**config.mk**
```make
export PLATFORM = sky130hd
export DESIGN_NAME = serial_channel_zero
export DESIGN_NICKNAME = d
export VERILOG_FILES = /design/src/serial_pkg.sv /design/src/baud_tick_gen.sv /design/src/pin_sync3.sv /design/src/serial_channel_zero.sv
export VERILOG_INCLUDE_DIRS = /design/src
export SDC_FILE = /design/constraint.sdc
export NUM_CORES = 1
export LEC_CHECK = 0
export BUFFER_PORTS_ARGS = -buffer_cell sky130_fd_sc_hd__buf_2
export CAP_MARGIN = 20
export CORE_ASPECT_RATIO = 0.9
export CORE_UTILIZATION = 40
export DETAILED_ROUTE_END_ITERATION = 7
export PLACE_DENSITY = 0.6
export REMOVE_ABC_BUFFERS = 1
export SLEW_MARGIN = 20
export SYNTH_ARGS = -nofsm -noshare
export SYNTH_HDL_FRONTEND = slang
export SYNTH_SLANG_ARGS = --single-unit
```
**constraint.sdc**
```tcl
create_clock -name pclk -period 3 [get_ports pclk]
set_input_delay 0.15 -clock pclk [delete_from_list [all_inputs] [get_ports pclk]]
set_output_delay 0.15 -clock pclk [all_outputs]
set_load 0.02 [all_outputs]
```
**src/serial_defines.svh**
```systemverilog
`ifndef SERIAL_DEFINES_SVH
`define SERIAL_DEFINES_SVH

// register byte offsets
`define OFS_CTRL 8'h00
`define OFS_BAUD 8'h04
`define OFS_TXBUF 8'h08
`define OFS_RXBUF 8'h0c
`define OFS_STATUS 8'h10
`define OFS_MASK 8'h14
`define OFS_STATE 8'h18

// field widths and positions
`define CTRL_W 9
`define CTRL_SYNC_RX_GO 8
`define STAT_W 7
`define EV_TX_DONE 0
`define EV_TBUF_EMPTY 1
`define EV_RX_DONE 2
`define EV_ERROR 3
`define EV_PARITY 4
`define EV_FRAMING 5
`define EV_OVERRUN 6
`define IRQ_LINES 4

// reset values
`define CTRL_RESET 9'h000
`define BAUD_RESET 13'h0000
`define MASK_RESET 7'h00

// timing: pclk cycles per tick at reload 0, ticks per async bit,
// ticks per half period of the synchronous shift clock
`define BAUD_RELOAD_W 13
`define PRESCALE 2
`define ASYNC_TICKS 16
`define ASYNC_MID_TICK 7
`define SYNC_HALF_TICKS 2

`endif

```
**src/serial_pkg.sv**
```systemverilog
package serial_pkg;

  typedef struct packed {
    logic sync_rx_go;
    logic loopback;
    logic wake;
    logic odd;
    logic parity;
    logic two_stop;
    logic nine;
    logic sync_mode;
    logic enable;
  } ctrl_t;

  typedef struct packed {
    logic [31:0] prdata;
    logic pready;
    logic pslverr;
  } apb_answer_t;

  typedef enum logic [1:0] {
    E_IDLE = 2'b00,
    E_ASYNC = 2'b01,
    E_SYNC_LO = 2'b10,
    E_SYNC_HI = 2'b11
  } engine_state_t;

  typedef enum logic [1:0] {
    R_IDLE = 2'b00,
    R_START = 2'b01,
    R_DATA = 2'b10
  } rx_state_t;

endpackage : serial_pkg

```
**src/baud_tick_gen.sv**
```systemverilog
`timescale 1ns/1ps
`default_nettype none
`include "serial_defines.svh"

module baud_tick_gen #(
  parameter int RELOAD_W = `BAUD_RELOAD_W
) (
  input wire logic pclk,
  input wire logic presetn,
  input wire logic run,
  input wire logic [RELOAD_W-1:0] reload,
  output logic tick
);
  initial if (RELOAD_W < 1 || RELOAD_W > 16) $error("baud_tick_gen: RELOAD_W out of range");

  logic [RELOAD_W-1:0] count_reg;
  logic pre_reg;

  // fixed divide by two keeps the top async rate at pclk/32
  always_ff @(posedge pclk or negedge presetn)
  begin
    if (!presetn)
    begin
      pre_reg <= 1'b0;
      count_reg <= '0;
      tick <= 1'b0;
    end
    else if (!run)
    begin
      pre_reg <= 1'b0;
      count_reg <= '0;
      tick <= 1'b0;
    end
    else
    begin
      pre_reg <= ~pre_reg;
      tick <= 1'b0;
      if (pre_reg)
      begin
        if (count_reg == '0)
        begin
          count_reg <= reload;
          tick <= 1'b1;
        end
        else
          count_reg <= count_reg - 1'b1;
      end
    end
  end
endmodule : baud_tick_gen
`default_nettype wire

```
**src/pin_sync3.sv**
```systemverilog
`timescale 1ns/1ps
`default_nettype none

module pin_sync3 (
  input wire logic pclk,
  input wire logic presetn,
  input wire logic pin,
  output logic level
);
  logic s1_reg;
  logic s2_reg;
  logic s3_reg;

  // idle line is high; a change counts only when stages two and three agree
  always_ff @(posedge pclk or negedge presetn)
  begin
    if (!presetn)
    begin
      s1_reg <= 1'b1;
      s2_reg <= 1'b1;
      s3_reg <= 1'b1;
      level <= 1'b1;
    end
    else
    begin
      s1_reg <= pin;
      s2_reg <= s1_reg;
      s3_reg <= s2_reg;
      if (s2_reg == s3_reg)
        level <= s3_reg;
    end
  end
endmodule : pin_sync3
`default_nettype wire

```
**src/serial_channel_zero.sv**
```systemverilog
// What this block does
// - async mode sends and receives at once, up to pclk/32 bit rate
// - sync mode is half duplex, shifting up to pclk/8
// - own reloadable baud generator divides the clock
// - four interrupt requests: transmit, transmit buffer, receive, error
// - async frame: start, 8 or 9 data bits, one or two stop bits
// - wake-up mode sends 8 data bits plus an address/data bit
// - sync transfer is one byte against a self-made shift clock
// - least significant bit always goes first
// - loop-back setting feeds the sent stream to the receiver
// - transmit pin carries data when async, shift clock when sync
// - receive pin is input when async, two-way data line when sync
// - parity generated on send and checked on receive when enabled and wake-up is off
// - missing stop bit raises a framing error
// - new character while the old one is unread raises overrun
`timescale 1ns/1ps
`default_nettype none
`include "serial_defines.svh"

module serial_channel_zero
  import serial_pkg::*;
#(
  parameter int RELOAD_W = `BAUD_RELOAD_W
) (
  input wire logic pclk,
  input wire logic presetn,
  input wire logic psel,
  input wire logic penable,
  input wire logic pwrite,
  input wire logic [7:0] paddr,
  input wire logic [31:0] pwdata,
  output logic [31:0] prdata,
  output logic pready,
  output logic pslverr,
  output logic serial_transmit_pin,
  input wire logic serial_receive_pin_in,
  output logic serial_receive_pin_out,
  output logic serial_receive_pin_oe,
  output logic [`IRQ_LINES-1:0] irq_line,
  output logic irq
);
  import serial_pkg::*;

  initial if (RELOAD_W < 1 || RELOAD_W > 16) $error("serial_channel_zero: RELOAD_W out of range");

  function automatic logic is_mapped(input logic [7:0] a);
    return a == `OFS_CTRL || a == `OFS_BAUD || a == `OFS_TXBUF || a == `OFS_RXBUF ||
           a == `OFS_STATUS || a == `OFS_MASK || a == `OFS_STATE;
  endfunction : is_mapped

  ctrl_t ctrl_reg;
  logic [RELOAD_W-1:0] baud_reg;
  logic [`STAT_W-1:0] status_reg;
  logic [`STAT_W-1:0] mask_reg;
  logic [8:0] txbuf_reg;
  logic tx_full_reg;
  logic [8:0] rxbuf_reg;
  logic rx_full_reg;
  apb_answer_t ans_reg;

  engine_state_t eng_reg;
  logic [11:0] sh_reg;
  logic [3:0] bits_left_reg;
  logic [3:0] etick_reg;
  logic sync_dir_rx_reg;
  logic [7:0] sync_rsh_reg;
  logic line_reg;
  logic dout_reg;
  logic doe_reg;

  rx_state_t rx_reg;
  logic [3:0] rtick_reg;
  logic [3:0] rcount_reg;
  logic [9:0] rbits_reg;

  logic tick;
  logic pin_level;
  logic rx_in;
  logic use9;
  logic tx_ninth;
  logic [3:0] frame_len;
  logic wr_acc;
  logic rd_acc;
  logic load_async;
  logic load_sync;
  logic ev_tx_done;
  logic ev_sync_rx;
  logic ev_rx_async;
  logic stop_ok;
  logic par_bad;
  logic [`STAT_W-1:0] events;
  logic [`STAT_W-1:0] status_next;

  baud_tick_gen #(
    .RELOAD_W(RELOAD_W)
  ) u_baud (
    .pclk(pclk),
    .presetn(presetn),
    .run(ctrl_reg.enable),
    .reload(baud_reg),
    .tick(tick)
  );

  pin_sync3 u_rx_sync (
    .pclk(pclk),
    .presetn(presetn),
    .pin(serial_receive_pin_in),
    .level(pin_level)
  );

  // apb: answer registered in the setup cycle, so every access has no wait
  assign wr_acc = psel && penable && ans_reg.pready && pwrite;
  assign rd_acc = psel && penable && ans_reg.pready && !pwrite;
  assign prdata = ans_reg.prdata;
  assign pready = ans_reg.pready;
  assign pslverr = ans_reg.pslverr;

  always_ff @(posedge pclk or negedge presetn)
  begin
    if (!presetn)
      ans_reg <= '0;
    else
    begin
      ans_reg.pready <= psel && !penable;
      ans_reg.pslverr <= psel && !penable && !is_mapped(paddr);
      ans_reg.prdata <= '0;
      if (psel && !penable && !pwrite)
      begin
        unique case (paddr)
          `OFS_CTRL: ans_reg.prdata <= {23'h000000, ctrl_reg};
          `OFS_BAUD: ans_reg.prdata <= 32'(baud_reg);
          `OFS_RXBUF: ans_reg.prdata <= {23'h000000, rxbuf_reg};
          `OFS_STATUS: ans_reg.prdata <= {25'h0000000, status_reg};
          `OFS_MASK: ans_reg.prdata <= {25'h0000000, mask_reg};
          `OFS_STATE: ans_reg.prdata <= {26'h0000000, rx_reg, eng_reg, rx_full_reg, tx_full_reg};
          default: ans_reg.prdata <= '0;
        endcase
      end
    end
  end

  always_ff @(posedge pclk or negedge presetn)
  begin
    if (!presetn)
    begin
      ctrl_reg <= `CTRL_RESET;
      baud_reg <= RELOAD_W'(`BAUD_RESET);
      mask_reg <= `MASK_RESET;
    end
    else
    begin
      if (wr_acc && paddr == `OFS_CTRL)
        ctrl_reg <= ctrl_t'(pwdata[`CTRL_W-1:0]);
      else if (load_sync)
        ctrl_reg.sync_rx_go <= 1'b0;
      if (wr_acc && paddr == `OFS_BAUD)
        baud_reg <= pwdata[RELOAD_W-1:0];
      if (wr_acc && paddr == `OFS_MASK)
        mask_reg <= pwdata[`STAT_W-1:0];
    end
  end

  // transmit buffer: software fills it, the engine empties it
  always_ff @(posedge pclk or negedge presetn)
  begin
    if (!presetn)
    begin
      txbuf_reg <= '0;
      tx_full_reg <= 1'b0;
    end
    else if (wr_acc && paddr == `OFS_TXBUF)
    begin
      txbuf_reg <= pwdata[8:0];
      tx_full_reg <= 1'b1;
    end
    else if ((load_async || load_sync) && !sync_go_rx())
      tx_full_reg <= 1'b0;
  end

  function automatic logic sync_go_rx();
    return ctrl_reg.sync_rx_go;
  endfunction : sync_go_rx

  // ninth bit slot used for data, parity or wake-up bit
  assign use9 = ctrl_reg.nine || ctrl_reg.parity || ctrl_reg.wake;
  // wake-up bit taken from bit 8 of the buffer
  // even or odd parity over the eight data bits
  assign tx_ninth = ctrl_reg.wake ? txbuf_reg[8] :
                    ctrl_reg.parity ? (^txbuf_reg[7:0]) ^ ctrl_reg.odd : txbuf_reg[8];
  assign frame_len = 4'd10 + {3'b000, use9} + {3'b000, ctrl_reg.two_stop};

  assign load_async = eng_reg == E_IDLE && ctrl_reg.enable && !ctrl_reg.sync_mode && tx_full_reg;
  // half duplex: a sync receive waits for the shared engine
  assign load_sync = eng_reg == E_IDLE && ctrl_reg.enable && ctrl_reg.sync_mode &&
                     (ctrl_reg.sync_rx_go || tx_full_reg);

  assign ev_tx_done = tick && etick_reg == 4'(`SYNC_HALF_TICKS - 1) && eng_reg == E_SYNC_HI &&
                      bits_left_reg == 4'd1 && !sync_dir_rx_reg ||
                      tick && etick_reg == 4'(`ASYNC_TICKS - 1) && eng_reg == E_ASYNC &&
                      bits_left_reg == 4'd1;
  assign ev_sync_rx = tick && etick_reg == 4'(`SYNC_HALF_TICKS - 1) && eng_reg == E_SYNC_HI &&
                      bits_left_reg == 4'd1 && sync_dir_rx_reg;

  // transmit and synchronous engine
  always_ff @(posedge pclk or negedge presetn)
  begin
    if (!presetn)
    begin
      eng_reg <= E_IDLE;
      sh_reg <= '1;
      bits_left_reg <= '0;
      etick_reg <= '0;
      sync_dir_rx_reg <= 1'b0;
      sync_rsh_reg <= '0;
      line_reg <= 1'b1;
      dout_reg <= 1'b1;
      doe_reg <= 1'b0;
    end
    else if (!ctrl_reg.enable)
    begin
      eng_reg <= E_IDLE;
      line_reg <= 1'b1;
      doe_reg <= 1'b0;
      etick_reg <= '0;
    end
    else
    begin
      unique case (eng_reg)
        E_IDLE:
        begin
          etick_reg <= '0;
          if (load_async)
          begin
            // start, data lsb first, ninth, stop bits
            sh_reg <= {2'b11, use9 ? tx_ninth : 1'b1, txbuf_reg[7:0], 1'b0};
            bits_left_reg <= frame_len;
            line_reg <= 1'b0;
            eng_reg <= E_ASYNC;
          end
          else if (load_sync)
          begin
            // one byte, the channel drives the shift clock low first
            sync_dir_rx_reg <= ctrl_reg.sync_rx_go;
            sh_reg <= {4'hf, txbuf_reg[7:0]};
            bits_left_reg <= 4'd8;
            line_reg <= 1'b0;
            dout_reg <= ctrl_reg.sync_rx_go ? 1'b1 : txbuf_reg[0];
            doe_reg <= !ctrl_reg.sync_rx_go;
            eng_reg <= E_SYNC_LO;
          end
        end
        E_ASYNC:
        begin
          if (tick)
          begin
            etick_reg <= etick_reg + 4'd1;
            if (etick_reg == 4'(`ASYNC_TICKS - 1))
            begin
              // shifting right sends bit 0 first
              sh_reg <= {1'b1, sh_reg[11:1]};
              bits_left_reg <= bits_left_reg - 4'd1;
              // async data on the transmit pin
              line_reg <= sh_reg[1];
              if (bits_left_reg == 4'd1)
                eng_reg <= E_IDLE;
            end
          end
        end
        E_SYNC_LO:
        begin
          if (tick)
          begin
            etick_reg <= etick_reg + 4'd1;
            if (etick_reg == 4'(`SYNC_HALF_TICKS - 1))
            begin
              etick_reg <= '0;
              // shift clock on the transmit pin
              line_reg <= 1'b1;
              eng_reg <= E_SYNC_HI;
            end
          end
        end
        E_SYNC_HI:
        begin
          if (tick)
          begin
            etick_reg <= etick_reg + 4'd1;
            if (etick_reg == 4'(`SYNC_HALF_TICKS - 1))
            begin
              etick_reg <= '0;
              // sampled late in the high phase to absorb the pin synchroniser
              // received bits fill from the top, first bit ends in bit 0
              sync_rsh_reg <= {rx_in, sync_rsh_reg[7:1]};
              sh_reg <= {1'b1, sh_reg[11:1]};
              bits_left_reg <= bits_left_reg - 4'd1;
              if (bits_left_reg == 4'd1)
              begin
                eng_reg <= E_IDLE;
                doe_reg <= 1'b0;
                dout_reg <= 1'b1;
              end
              else
              begin
                line_reg <= 1'b0;
                // drive the data line only when sending
                if (!sync_dir_rx_reg)
                  dout_reg <= sh_reg[1];
                eng_reg <= E_SYNC_LO;
              end
            end
          end
        end
      endcase
    end
  end

  assign serial_transmit_pin = line_reg;
  assign serial_receive_pin_out = dout_reg;
  assign serial_receive_pin_oe = doe_reg;

  // loop-back takes the internal stream instead of the pin
  assign rx_in = !ctrl_reg.loopback ? pin_level : ctrl_reg.sync_mode ? dout_reg : line_reg;

  // stop bit sampled in the slot after the last data bit
  assign stop_ok = rx_in;
  // parity check over data and received parity bit
  assign par_bad = ctrl_reg.parity && !ctrl_reg.wake && ((^rbits_reg[8:0]) ^ ctrl_reg.odd);
  // receiver runs independently of the transmit engine
  assign ev_rx_async = rx_reg == R_DATA && tick && rtick_reg == 4'(`ASYNC_TICKS - 1) &&
                       rcount_reg == (use9 ? 4'd9 : 4'd8);

  always_ff @(posedge pclk or negedge presetn)
  begin
    if (!presetn)
    begin
      rx_reg <= R_IDLE;
      rtick_reg <= '0;
      rcount_reg <= '0;
      rbits_reg <= '0;
    end
    else if (!ctrl_reg.enable || ctrl_reg.sync_mode)
      rx_reg <= R_IDLE;
    else
    begin
      unique case (rx_reg)
        R_IDLE:
        begin
          rtick_reg <= '0;
          rcount_reg <= '0;
          if (!rx_in)
            rx_reg <= R_START;
        end
        R_START:
        begin
          if (tick)
          begin
            rtick_reg <= rtick_reg + 4'd1;
            // a start bit shorter than half a bit is a glitch
            if (rtick_reg == 4'(`ASYNC_MID_TICK))
            begin
              rtick_reg <= '0;
              rx_reg <= rx_in ? R_IDLE : R_DATA;
            end
          end
        end
        R_DATA:
        begin
          if (tick)
          begin
            rtick_reg <= rtick_reg + 4'd1;
            if (rtick_reg == 4'(`ASYNC_TICKS - 1))
            begin
              rbits_reg[rcount_reg] <= rx_in;
              rcount_reg <= rcount_reg + 4'd1;
              if (ev_rx_async)
                rx_reg <= R_IDLE;
            end
          end
        end
        default: rx_reg <= R_IDLE;
      endcase
    end
  end

  // receive buffer: a new character sets full even in the cycle it is read
  always_ff @(posedge pclk or negedge presetn)
  begin
    if (!presetn)
    begin
      rxbuf_reg <= '0;
      rx_full_reg <= 1'b0;
    end
    else if (ev_rx_async || ev_sync_rx)
    begin
      rxbuf_reg <= ev_sync_rx ? {1'b0, rx_in, sync_rsh_reg[7:1]} :
                   {use9 ? rbits_reg[8] : 1'b0, rbits_reg[7:0]};
      rx_full_reg <= 1'b1;
    end
    else if (rd_acc && paddr == `OFS_RXBUF)
      rx_full_reg <= 1'b0;
  end

  always_comb
  begin
    events = '0;
    events[`EV_TX_DONE] = ev_tx_done;
    events[`EV_TBUF_EMPTY] = (load_async || load_sync) && !ctrl_reg.sync_rx_go;
    events[`EV_RX_DONE] = ev_rx_async || ev_sync_rx;
    events[`EV_FRAMING] = ev_rx_async && !stop_ok;
    events[`EV_PARITY] = ev_rx_async && par_bad;
    // overrun when the previous character is still unread
    events[`EV_OVERRUN] = (ev_rx_async || ev_sync_rx) && rx_full_reg;
    events[`EV_ERROR] = events[`EV_FRAMING] || events[`EV_PARITY] || events[`EV_OVERRUN];
    status_next = status_reg;
    if (wr_acc && paddr == `OFS_STATUS)
      status_next = status_reg & ~pwdata[`STAT_W-1:0];
    status_next = status_next | events;
  end

  always_ff @(posedge pclk or negedge presetn)
  begin
    if (!presetn)
      status_reg <= '0;
    else
      status_reg <= status_next;
  end

  // one request line per event group, registered
  genvar gi;
  generate
    for (gi = 0; gi < `IRQ_LINES; gi++)
    begin : g_irq
      always_ff @(posedge pclk or negedge presetn)
      begin
        if (!presetn)
          irq_line[gi] <= 1'b0;
        else
          irq_line[gi] <= status_next[gi] && mask_reg[gi];
      end
    end
  endgenerate

  always_ff @(posedge pclk or negedge presetn)
  begin
    if (!presetn)
      irq <= 1'b0;
    else
      irq <= |(status_next & mask_reg);
  end
endmodule : serial_channel_zero
`default_nettype wire

```
==> Yosys cells after proc, flatten, opt, wreduce, memory -nomap -nowiden <==
Cells that the tools add are included.
{ "word_totals": {"elab_cells": 302, "regBits": 168, "in_bits": 46, "out_inout_bits": 42} }
{ "classes": {"addsub": 7, "n_eq_ne": 50, "n_bitwise": 9, "muxes": 99, "magnitude_cmp": 2, "n_reduce_logical": 91} }
{ "ops": {"columns": ["operator", "n"], "rows": [
  ["13-bit one-hot mux with 6 select lines", 1],
  ["12-bit 2-to-1 mux", 6],
  ["4-bit 2-to-1 mux", 15],
  ["1-bit logical AND", 40],
  ["1-bit 2-to-1 mux", 40],
  ["13-bit 2-to-1 mux", 3],
  ["2-bit 2-to-1 mux", 19],
  ["12-bit one-hot mux with 3 select lines", 1],
  ["4-bit one-hot mux with 3 select lines", 3],
  ["3-bit by 2-bit != test with 1-bit output, second input constant", 11],
  ["32-bit 2-to-1 mux", 1],
  ["8-bit by 5-bit equality test with 1-bit output, second input constant", 3],
  ["3-bit != test, second input constant", 7],
  ["4-bit AND reduction", 5],
  ["8-bit by 4-bit equality test with 1-bit output, second input constant", 2],
  ["2-bit by 1-bit != test with 1-bit output, second input constant", 8],
  ["8-bit AND reduction", 2],
  ["1-bit logical OR", 15],
  ["7-bit bitwise AND", 2],
  ["7-bit AND reduction", 2],
  ["13-bit zero test", 1],
  ["13-bit by 1-bit subtractor with 13-bit output, second input constant", 1],
  ["4-bit by 1-bit adder with 4-bit output, second input constant", 3],
  ["6-bit AND reduction", 2],
  ["other kinds (39)", 65]
]} }

==> Longest topological paths before layout <==
Gate-level depths: netlist of run 1.
{ "depth": {"ltp_word": 11, "ltp_mapped": 10, "mapped_depth_nobuf": 8} }

==> Cells and area by module <==
A second synthesis of run 1 with hierarchy kept.
{ "hier_totals": {"hier_cells": 746, "hier_area_um2": 7756.2} }
{ "by_module_without_submodules": {"columns": ["module", "seq_area_each_um2", "instances", "cells_each", "area_per_inst_um2"], "rows": [
  ["serial_channel_zero", 3141.8, 1, 636, 6650.1],
  ["baud_tick_gen", 375.4, 1, 105, 989.7],
  ["pin_sync3", 105.1, 1, 5, 116.4]
]} }

==> Worst setup path before layout of run 1 <==
OpenSTA, ideal clock, no wires.
{ "synth_path": {"kind": "reg2reg", "startpoint": "reg eng_reg[0]", "endpoint": "reg bits_left_reg[1]", "n_path_buf": 3, "synth_period_minus_slack_ns": 2.235, "arrival_ns": 2.102, "required_ns": 2.867, "setup_ns": 0.133, "slack_ns": 0.765, "path_stages_with_launch": 11, "cell_sequence": "dfrtp_1 > inv_1 > ha_1 > nand3_1 > or2_2 > clkbuf_1 > a311o_1 > clkbuf_1 > clkbuf_1 > nand2_1 > o21ai_0"} }
{ "synth_between": {"elab_chain_cells": 6, "elab_cells_between_ends": 17, "classes_between": "eq/ne (7); mux (2); reduce/logical (8)"} }
{ "synth_lines": {"columns": ["element", "line", "rtl"], "rows": [
  ["from (decl)", "serial_channel_zero.sv:61", "engine_state_t eng_reg;"],
  ["from (signal assigned)", "serial_channel_zero.sv:209", "eng_reg <= E_IDLE;"],
  ["from (signal assigned)", "serial_channel_zero.sv:221", "eng_reg <= E_IDLE;"],
  ["from (signal assigned)", "serial_channel_zero.sv:238", "eng_reg <= E_ASYNC;"],
  ["2-bit zero test", "serial_channel_zero.sv:192, serial_channel_zero.sv:194, serial_channel_zero.sv:228", null],
  ["1-bit logical AND", "serial_channel_zero.sv:192, serial_channel_zero.sv:194", null],
  ["1-bit logical AND (on tied branches) (2 in a row)", "serial_channel_zero.sv:192, serial_channel_zero.sv:194", null],
  ["3-bit != test (no source line) or 4-bit 2-to-1 mux (tied branches)", null, null],
  ["7-bit AND reduction (no source line) or 4-bit one-hot mux with 3 select lines (tied branches)", null, null],
  ["to (signal assigned)", "serial_channel_zero.sv:236", "bits_left_reg <= frame_len;"],
  ["to (signal assigned)", "serial_channel_zero.sv:261", "bits_left_reg <= bits_left_reg - 4'd1;"],
  ["to (signal assigned)", "serial_channel_zero.sv:295", "bits_left_reg <= bits_left_reg - 4'd1;"],
  ["to (decl)", "serial_channel_zero.sv:63", "logic [3:0] bits_left_reg;"]
]} }
Several ways; a longest one is shown, not always the timed one.
A chain may end at the register's enable or synchronous reset.

==> Worst setup path after layout of run 1 <==
{ "layout_path": {"startpoint": "reg rx_reg[0]", "endpoint": "reg rx_reg[1]"} }
{ "layout_between": {"elab_chain_cells": 6, "elab_cells_between_ends": 15, "classes_between": "eq/ne (8); mux (2); reduce/logical (5)"} }
{ "layout_lines": {"columns": ["element", "line", "rtl"], "rows": [
  ["from (decl)", "serial_channel_zero.sv:71", "rx_state_t rx_reg;"],
  ["from (signal assigned)", "serial_channel_zero.sv:362", "rx_reg <= rx_in ? R_IDLE : R_DATA;"],
  ["2-bit equality test", "serial_channel_zero.sv:329, serial_channel_zero.sv:345", null],
  ["1-bit logical AND (3 in a row)", "serial_channel_zero.sv:329", "assign ev_rx_async = rx_reg == R_DATA && tick && rtick_reg == 4'(`ASYNC_TICKS - 1) &&"],
  ["3-bit by 2-bit != test with 1-bit output (no source line)", null, null],
  ["6-bit AND reduction (no source line)", null, null]
]} }
Several ways; a longest one is shown, not always the timed one.

==> flow_summary_export.csv, run 1 <==
group,metric,value,unit
detailed_routing,ant_nets,0,
floorplan,num_io_pins,88,
floorplan,die_height,133,um
power_and_ir_drop,powerDensity,500,nW/um2
synthesis,syn-cell-area,7610,um2
detailed_routing,dr.first_iter.drc_count,369,
floorplan,dieArea,19600,um2
sta,setup_tns,0,ps
synthesis,synth_warnings,0,
worst_setup_path,worstReg2RegEnd,"rx_reg[1]",
synthesis,synth.top_cell.area_share,42.4,%
power_and_ir_drop,ir_drop,0.276,mV
sta,hold_viol_final,0,
final_layout,post-route-util,47.5,%
detailed_routing,drc,0,
sta,relSlewSlack,51.1,%
final_layout,area_growth,15.6,%
final_layout,n_fill_cell,1759,
place,io_buffers,49,
synthesis,synth_common_cells,"dfrtp_1 (129), nand2_1 (82), o21ai_0 (59), mux2_2 (55), nor2_1 (51)",
place,dp_hpwl,13400,um
floorplan,coreArea,18500,um2
global_routing,grt_pass1_wl,29700,um
worst_setup_path,critPathArrivalTime,2810,ps
clock_network,cts.clk_slew.worst_paths,60,ps
clock_network,cts.sinks,144,
synthesis,yosys-mux-area-fraction,11.0,%
synthesis,synth_fa_ha_area_share,3.58,%
clock_network,cts_tree,"yes",
floorplan,num_rows,47,
detailed_routing,via_per_inst,5.37,
final_layout,drive_gt1_share,22.8,%
worst_setup_path,r2r_slack,510,ps
hold_path,min_to,"rx_full_reg",
synthesis,seq_area_frac_synth,47.6,%
final_layout,nets,880,
final_layout,diodes,0,
sta,timing.final.crit_share,82.9,%
synthesis,synth_edf_count,0,
run,cap_violations,0,
synthesis,yosys.area_share.simple,16.5,%
global_routing,grt_start_max_net_pins,62,
detailed_routing,wire_per_inst,17.3,um
floorplan,start_util,41.1,%
detailed_routing,wirelength,18600,um
clock_network,clockBufferDepth,2,
hold_path,hp-start,"pwrite",
worst_setup_path,reg2reg_from,"rx_reg[0]",
worst_setup_path,cp_max_fo,7,
clock_network,ctsRootBufferMaster,"clkbuf_16",
worst_setup_path,ff2ff_path_depth,8,
clock_network,post_cts_buffers,0,
clock_network,htree_levels,4,
sta,finalSetupViolCount,0,
global_routing,grt_pass1_vias,5343,
clock_network,cts_buffers,17,
place,dp.cells,1032,
synthesis,synth_top_family_by_area,"simple AND/OR/NAND/NOR gates",
power_and_ir_drop,p_leak,4.12,nW
synthesis,synth_most_common_cell,"dfrtp_1",
sta,skew,10.9,ps
synthesis,synth_compound_area_share,13.8,%
worst_setup_path,critical_path_required,3330,ps
synthesis,synth_cell_types,72,
synthesis,synth_top_area_cell,"dfrtp_1",
synthesis,netlist_instances,750,
global_routing,grt_antenna_before_repair,0,
sta,final.min_clock_period,2490,ps
synthesis,synthTopCellsByArea,"dfrtp_1 (42%), mux2_2 (8.1%), dfstp_2 (5.2%)",
status,outcome,"complete, no violations",
worst_setup_path,path_class,"register to register",
sta,rsz0062_at_grt,"no",
floorplan,die_x,147,um
worst_setup_path,startpoint_type,"register",
detailed_routing,first_pass_iters,5,
synthesis,synth-xor-area-share,2.32,%
sta,drv_slew,0,
hold_path,min_path_type,"input port to register",
synthesis,async_flop_share,100,%
place,gp_congestion,0.900,
global_routing,grt_overflow,0,
sta,worst_pin_slew,728,ps
clock_network,clock_latency,430,ps
synthesis,avgSynthCellArea,10.2,um2
final_layout,layout.cells.non_filler,1071,
hold_path,whs_path_depth,3,
detailed_routing,vias,5754,
sta,max_freq,402,MHz
worst_setup_path,endpoint_kind,"register",
global_routing,grt_util_all_layers,19.9,%
synthesis,ys_ff_latch,144,
synthesis,synth-main-ff-cell,"dfrtp_1",
where the power goes:
part / switching (mW) / total, mW / internal [mW] / leakage [nW]
registers: 0.00836 / 1.96 / 1.96 / 1.94
clock network: 0.857 / 2.27 / 1.42 / 0.304
logic: 0.122 / 0.168 / 0.0464 / 1.88
total: 0.987 / 4.41 / 3.42 / 4.12
per-layer routing:
layer / vias to the layer above / part of all wire (%) / routed length, um / global-route usage [%]
met5: - / 0 / 0 / 0
met4: 0 / 1.2 / 231 / 5.96
met3: 21 / 4.8 / 899 / 4.83
met2: 144 / 43 / 8050 / 28.9
met1: 2829 / 51 / 9380 / 29.2
li1: 2760 / - / - / -
cell usage in the layout (no fill, tap or decap), drive strengths merged, types with 4 or more instances in the layout:
master and count:
inv 28, and2 11, xnor2 13, clkinv 5
or3 6, clkbuf 19, nand2 82, a22oi 6
nand2b 7, nor2 52, or4 5, o22ai 5
a211oi 4, nor3 20, o211ai 4, ha 21
conb 19, mux2i 22, a221oi 5, nor2b 4
nand3 23, a21oi 40, nor4 6, dlygate4sd3 7
a21o 7, buf 70, a22o 10, nand4 5
dfrtp 129, mux2 55, nor3b 4, nand4b 4
or2 4, bufinv 4, dfstp 15, o21ai 61
through the flow:
step	cell area [um2]	setup slack (ps)	hold slack, ps	total power [mW]
global route	8800	336	18.6	4.55
CTS	8800	521	18.2	4.45
finish	8800	513	24.6	4.41
global placement	8110	611	193	2.16
floorplan	7390	552	-146	2.06
detailed placement	8110	561	196	2.16
worst max-delay path by stage:
| stage | start | end | depth (start not counted) |
|---|---|---|---|
| floorplan | rx_reg[0] | rx_reg[1] | 8 |
| global placement | rx_reg[0] | rx_reg[1] | 8 |
| detailed placement | rx_reg[0] | rx_reg[1] | 8 |
| CTS | rx_reg[0] | rx_reg[1] | 8 |
| global route | eng_reg[1] | eng_reg[1] | 7 |
| finish | rx_reg[0] | rx_reg[1] | 8 |
critical path, cell delays in order (launching register included):
cell and delay, ps:
dfrtp_1 450, inv_1 140, ha_1 170, nor4bb_1 470, o211ai_2 340, a22o_1 330
a21oi_1 200, o32ai_1 120, and2_1 170
cell type report:
class | instances | area [um2] | area share [%]
clock buffer | 19 | 443 | 5.03
clock inverter | 13 | 185 | 2.10
inverter | 26 | 97.6 | 1.11
multi-input combinational | 547 | 3670 | 41.7
sequential | 144 | 3620 | 41.1
tap | 245 | 307 | 3.48
timing repair buffer | 77 | 479 | 5.44
cell families (layout without fill, tap and decap cells):
| group | count (synthesis) | in the layout |
|---|---|---|
| other cells | 1 | 19 |
| mux | 77 | 77 |
| simple gates | 244 | 244 |
| flops | 144 | 144 |
| buf+inv | 77 | 135 |
| xor+xnor | 17 | 17 |
| compound gates | 168 | 168 |
| fa+ha+maj | 22 | 22 |
repair_timing:
item,4_1_cts,5_1_grt
gates resized for setup,0,0
setup endpoints to repair,0,0
hold endpoints to repair,61,0
hold buffers,7,0
Note: power is estimated with default switching activity, not from simulation.
==> run 2, diff against run 1 <==
Clock period 3 ns to 2.3 ns, I/O delays scaled along.
==> flow_summary_export.csv, run 2 (synthesized netlist as in run 1, its figures left out) <==
group,metric,value,unit
status,outcome,"complete, no violations",
floorplan,start_util,41.1,%
global_routing,grt_antenna_before_repair,0,
final_layout,final_cell_mix,"dfrtp_1 (129), nand2_1 (82), o21ai_0 (58)",
detailed_routing,vias,5853,
detailed_routing,dr.first_iter.drc_count,433,
worst_setup_path,slowest_stage,"dfrtp_1",
sta,finalSetupViolCount,0,
floorplan,dieArea,19600,um2
power_and_ir_drop,ir_drop,0.386,mV
worst_setup_path,path_class,"register to register",
detailed_routing,routed.top_layer,"met4",
worst_setup_path,cpPeakStageDelay,480,ps
power_and_ir_drop,power,5.33,mW
sta,hold_viol_final,0,
hold_path,min_path_type,"input port to register",
clock_network,clock_latency,430,ps
floorplan,num_rows,47,
final_layout,layout.cells.non_filler,1096,
floorplan,die_height,133,um
detailed_routing,drc,0,
sta,rsz0062_at_grt,"no",
power_and_ir_drop,p_leak,4.21,nW
detailed_routing,drt-met1-wl,9260,um
floorplan,die_x,147,um
final_layout,diodes,0,
global_routing,grt_pass1_wl,30700,um
place,gp_congestion,0.872,
final_layout,layout_commonest_cell,"dfrtp_1",
power_and_ir_drop,powerDensity,595,nW/um2
final_layout,n_fill_cell,1727,
final_layout,drive_gt1_share,25.1,%
detailed_routing,wirelength,18700,um
clock_network,htree_levels,4,
detailed_routing,wire_per_inst,17.1,um
sta,worst_pin_slew,645,ps
final_layout,post-route-util,48.3,%
sta,relSlewSlack,57.0,%
floorplan,coreArea,18500,um2
run,cap_violations,0,
sta,max_freq,455,MHz
floorplan,num_io_pins,88,
place,io_buffers,49,
detailed_routing,ant_nets,0,
worst_setup_path,critPathArrivalTime,2510,ps
sta,drv_slew,0,
detailed_routing,wl_met3,881,um
place,dp.cells,1054,
detailed_routing,first_pass_iters,5,
detailed_routing,via_per_inst,5.34,
sta,final.min_clock_period,2200,ps
sta,skew,11.5,ps
clock_network,cts.sinks,144,
clock_network,ctsRootBufferMaster,"clkbuf_16",
clock_network,cts.clk_slew.worst_paths,60,ps
global_routing,grt_overflow,0,
worst_setup_path,crit_chain,"ha_1, nor4bb_1, o211ai_2, a22o_1, a21oi_1, mux2i_1, nor2_1",
sta,timing.final.crit_share,95.6,%
worst_setup_path,critical_path_required,2610,ps
worst_setup_path,cp_max_fo,5,
clock_network,cts_buffers,17,
clock_network,cts_tree,"yes",
clock_network,clockBufferDepth,2,
final_layout,nets,905,
worst_setup_path,endpoint_kind,"register",
global_routing,grt_util_all_layers,20.3,%
global_routing,grt_pass1_vias,5627,
place,dp_slack,-7.57,ps
place,dp_hpwl,13700,um
global_routing,grt_start_max_net_pins,66,
detailed_routing,dr_wl_met2,8260,um
sta,setup_ws,102,ps
worst_setup_path,startpoint_type,"register",
clock_network,post_cts_buffers,0,
final_layout,area_growth,17.5,%
[run 2: cell types whose count changed in the layout (fill, tap and decap cells not counted), moves of 2 or more]
cell,delta
buf_4,+20
bufinv_16,-4
dlygate4sd3_1,+3
buf_12,+2
clkinv_4,+2
inv_6,+2
[run 2: repair_timing]
action | in CTS | in global routing
endpoints found under the hold margin | 56 | 0
setup endpoints to repair | 0 | 16
hold buffers | 10 | 0
gates resized for setup | 0 | 5
[run 2: final cells by class]
class,count,area [um2],area share (%)
Clock buffer,18,429,4.80
Sequential cell,144,3620,40.5
Multi-Input combinational cell,547,3690,41.2
Clock inverter,14,108,1.20
Timing Repair Buffer,102,699,7.82
Tap cell,245,307,3.43
Inverter,26,97.6,1.09
[run 2: final timing paths]
path                                        from                to  slack (ps)  cells past startpoint
worst max-delay path                   rx_reg[1]         rx_reg[0]         100                      7
worst min-delay path                   pwdata[7]      txbuf_reg[7]          40                      2
worst max register to register         rx_reg[1]         rx_reg[0]         100                      7
worst min register to register  u_rx_sync.s1_reg  u_rx_sync.s2_reg         360                      0
max in group asynchronous                presetn      rxbuf_reg[1]        1360                      3
min in group asynchronous                presetn      etick_reg[0]         270                      2
[run 2: where the power goes]
| group | internal, mW | switching (mW) |
|---|---|---|
| sequential | 2.55 | 0.0114 |
| clock | 1.39 | 1.15 |
| combinational | 0.0693 | 0.159 |
| total | 4.01 | 1.32 |
[run 2: worst max-delay path, delay by kind of cell (launching register included)]
kind            cells  cell delay, ps
simple gates        2             440
mux                 1             230
fa+ha+maj           1             210
compound gates      3             720
flops               1             480
[run 2: through the flow]
step                hold WS, ps  TNS [ps]  area, um2
floorplan                  -181      -268       7390
global placement            168     -84.6       8300
detailed placement          166     -7.57       8300
CTS                        23.8         0       8930
global route               28.6         0       8950
finish                     36.4         0       8950
[run 2: routing by layer]
metal / GRT usage (%) / vias to the layer above
met5: 0 / -
met4: 6.07 / 0
met3: 4.34 / 23
met2: 29.9 / 152
met1: 29.8 / 2864
li1: - / 2814
==> run 3, diff against run 2 <==
Settings changed: CORE_UTILIZATION 40 to 45, PLACE_DENSITY 0.6 to default.
==> flow_summary_export.csv, run 3 (synthesized netlist as in run 1, its figures left out) <==
group,metric,value,unit
hold_path,min_path_type,"input port to register",
final_layout,n_fill_cell,1443,
power_and_ir_drop,powerDensity,618,nW/um2
floorplan,dieArea,17400,um2
clock_network,cts.sinks,144,
global_routing,grt_overflow,0,
final_layout,final_cell_mix,"dfrtp_1 (127), nand2_1 (81), o21ai_0 (57)",
worst_setup_path,crit_start,"rtick_reg[0]",
sta,rsz0062_at_grt,"no",
final_layout,area_growth,18.5,%
floorplan,start_util,46.6,%
clock_network,cts_tree,"yes",
global_routing,grt_pass1_wl,32500,um
worst_setup_path,cp_max_fo,6,
final_layout,diodes,0,
detailed_routing,dr.first_iter.drc_count,479,
worst_setup_path,endpoint_kind,"register",
place,dp_hpwl,14500,um
floorplan,num_io_pins,88,
clock_network,cts.clk_slew.worst_paths,60,ps
floorplan,die_height,125,um
floorplan,coreArea,16400,um2
worst_setup_path,path_class,"register to register",
sta,finalSetupViolCount,0,
global_routing,grt_util_all_layers,24.1,%
detailed_routing,first_pass_iters,7,
final_layout,drive_gt1_share,26.4,%
worst_setup_path,ff2ff_path_depth,7,
power_and_ir_drop,ir_drop,0.490,mV
final_layout,layout_commonest_cell,"dfrtp_1",
detailed_routing,vias,6023,
place,gp_congestion,0.910,
power_and_ir_drop,p_leak,4.25,nW
sta,max_freq,460,MHz
detailed_routing,via_per_inst,5.67,
worst_setup_path,critical_path_required,2610,ps
status,outcome,"finished, violations left",
detailed_routing,wire_per_inst,18.6,um
clock_network,clockBufferDepth,2,
power_and_ir_drop,power,5.57,mW
floorplan,die_x,139,um
sta,final.min_clock_period,2170,ps
final_layout,multi_input_area,3730,um2
detailed_routing,wirelength,19700,um
worst_setup_path,critPathArrivalTime,2480,ps
worst_setup_path,startpoint_type,"register",
clock_network,ctsRootBufferMaster,"clkbuf_16",
status,failed_checks,"DRC",
sta,hold_viol_final,0,
global_routing,grt_start_max_net_pins,65,
sta,drv_slew,0,
worst_setup_path,reg2reg_from,"rtick_reg[0]",
hold_path,hp-start,"pwdata[4]",
hold_path,whs_path_depth,2,
floorplan,num_rows,44,
sta,worst_pin_slew,618,ps
detailed_routing,ant_nets,0,
sta,setup_tns,0,ps
global_routing,grt_antenna_before_repair,0,
sta,relSlewSlack,58.4,%
sta,timing.final.crit_share,94.5,%
detailed_routing,drc,11,
place,io_buffers,49,
clock_network,clock_latency,420,ps
run,cap_violations,0,
global_routing,grt_pass1_vias,5926,
clock_network,htree_levels,4,
clock_network,cts_buffers,17,
final_layout,nets,909,
final_layout,ff_latch_area,3620,um2
sta,skew,9.53,ps
-- run 3: cell types whose count changed in the layout (fill, tap and decap cells not counted), sizes merged --
cell and change:
clkinvlp +2, buf +6, clkinv -3, bufinv +2, clkbuf +2, inv -3
dlygate4sd3 -2
-- run 3: final timing paths --
| kind | endpoint | slack [ps] |
|---|---|---|
| setup reg to reg | rx_reg[1] | 130 |
| setup / recovery | rx_reg[1] | 130 |
| hold reg to reg | u_rx_sync.s2_reg | 360 |
| max in group asynchronous | u_rx_sync.level | 1300 |
| hold / removal | baud_reg[4] | 20 |
| min in group asynchronous | txbuf_reg[7] | 220 |
-- run 3: cell type report --
cell class / instances / area share (%)
flip-flops and latches: 144 / 40.2
clock inverters: 12 / 1.48
multi-input cells: 547 / 41.3
well taps: 207 / 2.87
clock buffers: 20 / 5.17
inverters: 26 / 1.08
repair buffers: 106 / 7.89
-- run 3: critical path, stage by stage (launching register included) --
cell and delay [ps]:
dfrtp_1 370, ha_1 270, and4_1 360, o211ai_2 250, a22o_1 310, a21oi_1 210
o32ai_1 130, and2_1 160
-- run 3: stage by stage --
stage	utilization (%)	cells	worst slack, ps	area (um2)	hold slack (ps)
5_1_grt	55.2	1062	3.11	9020	23.1
3_5_place_dp	50.6	1020	23.3	8270	97.1
3_3_place_gp	50.6	1020	47.9	8270	94.3
6_report	55.2	1062	127	9020	20.2
2_1_floorplan	-	717	-148	7390	-181
4_1_cts	54.7	1060	0.701	8950	9.45
-- run 3: layer usage --
layer  routed length [um]  global-route usage, %  up-vias
met4                  233                   6.08        0
met1                 9560                   34.5     2979
met2                 8790                   36.5      199
li1                     -                      -     2825
met3                 1160                   6.05       20
met5                    0                      0        -
-- run 3: power breakdown --
part | internal [mW] | total (mW) | switching, mW
clock network | 1.68 | 2.78 | 1.09
registers | 2.55 | 2.56 | 0.0122
logic | 0.0668 | 0.230 | 0.163
total | 4.30 | 5.57 | 1.27
-- run 3: repair_timing --
action / CTS / global route
hold buffers: 8 / 0
resized for setup: 0 / 14
endpoints found under the hold margin: 52 / 0
buffers inserted: 0 / 2
setup endpoints to repair: 0 / 30
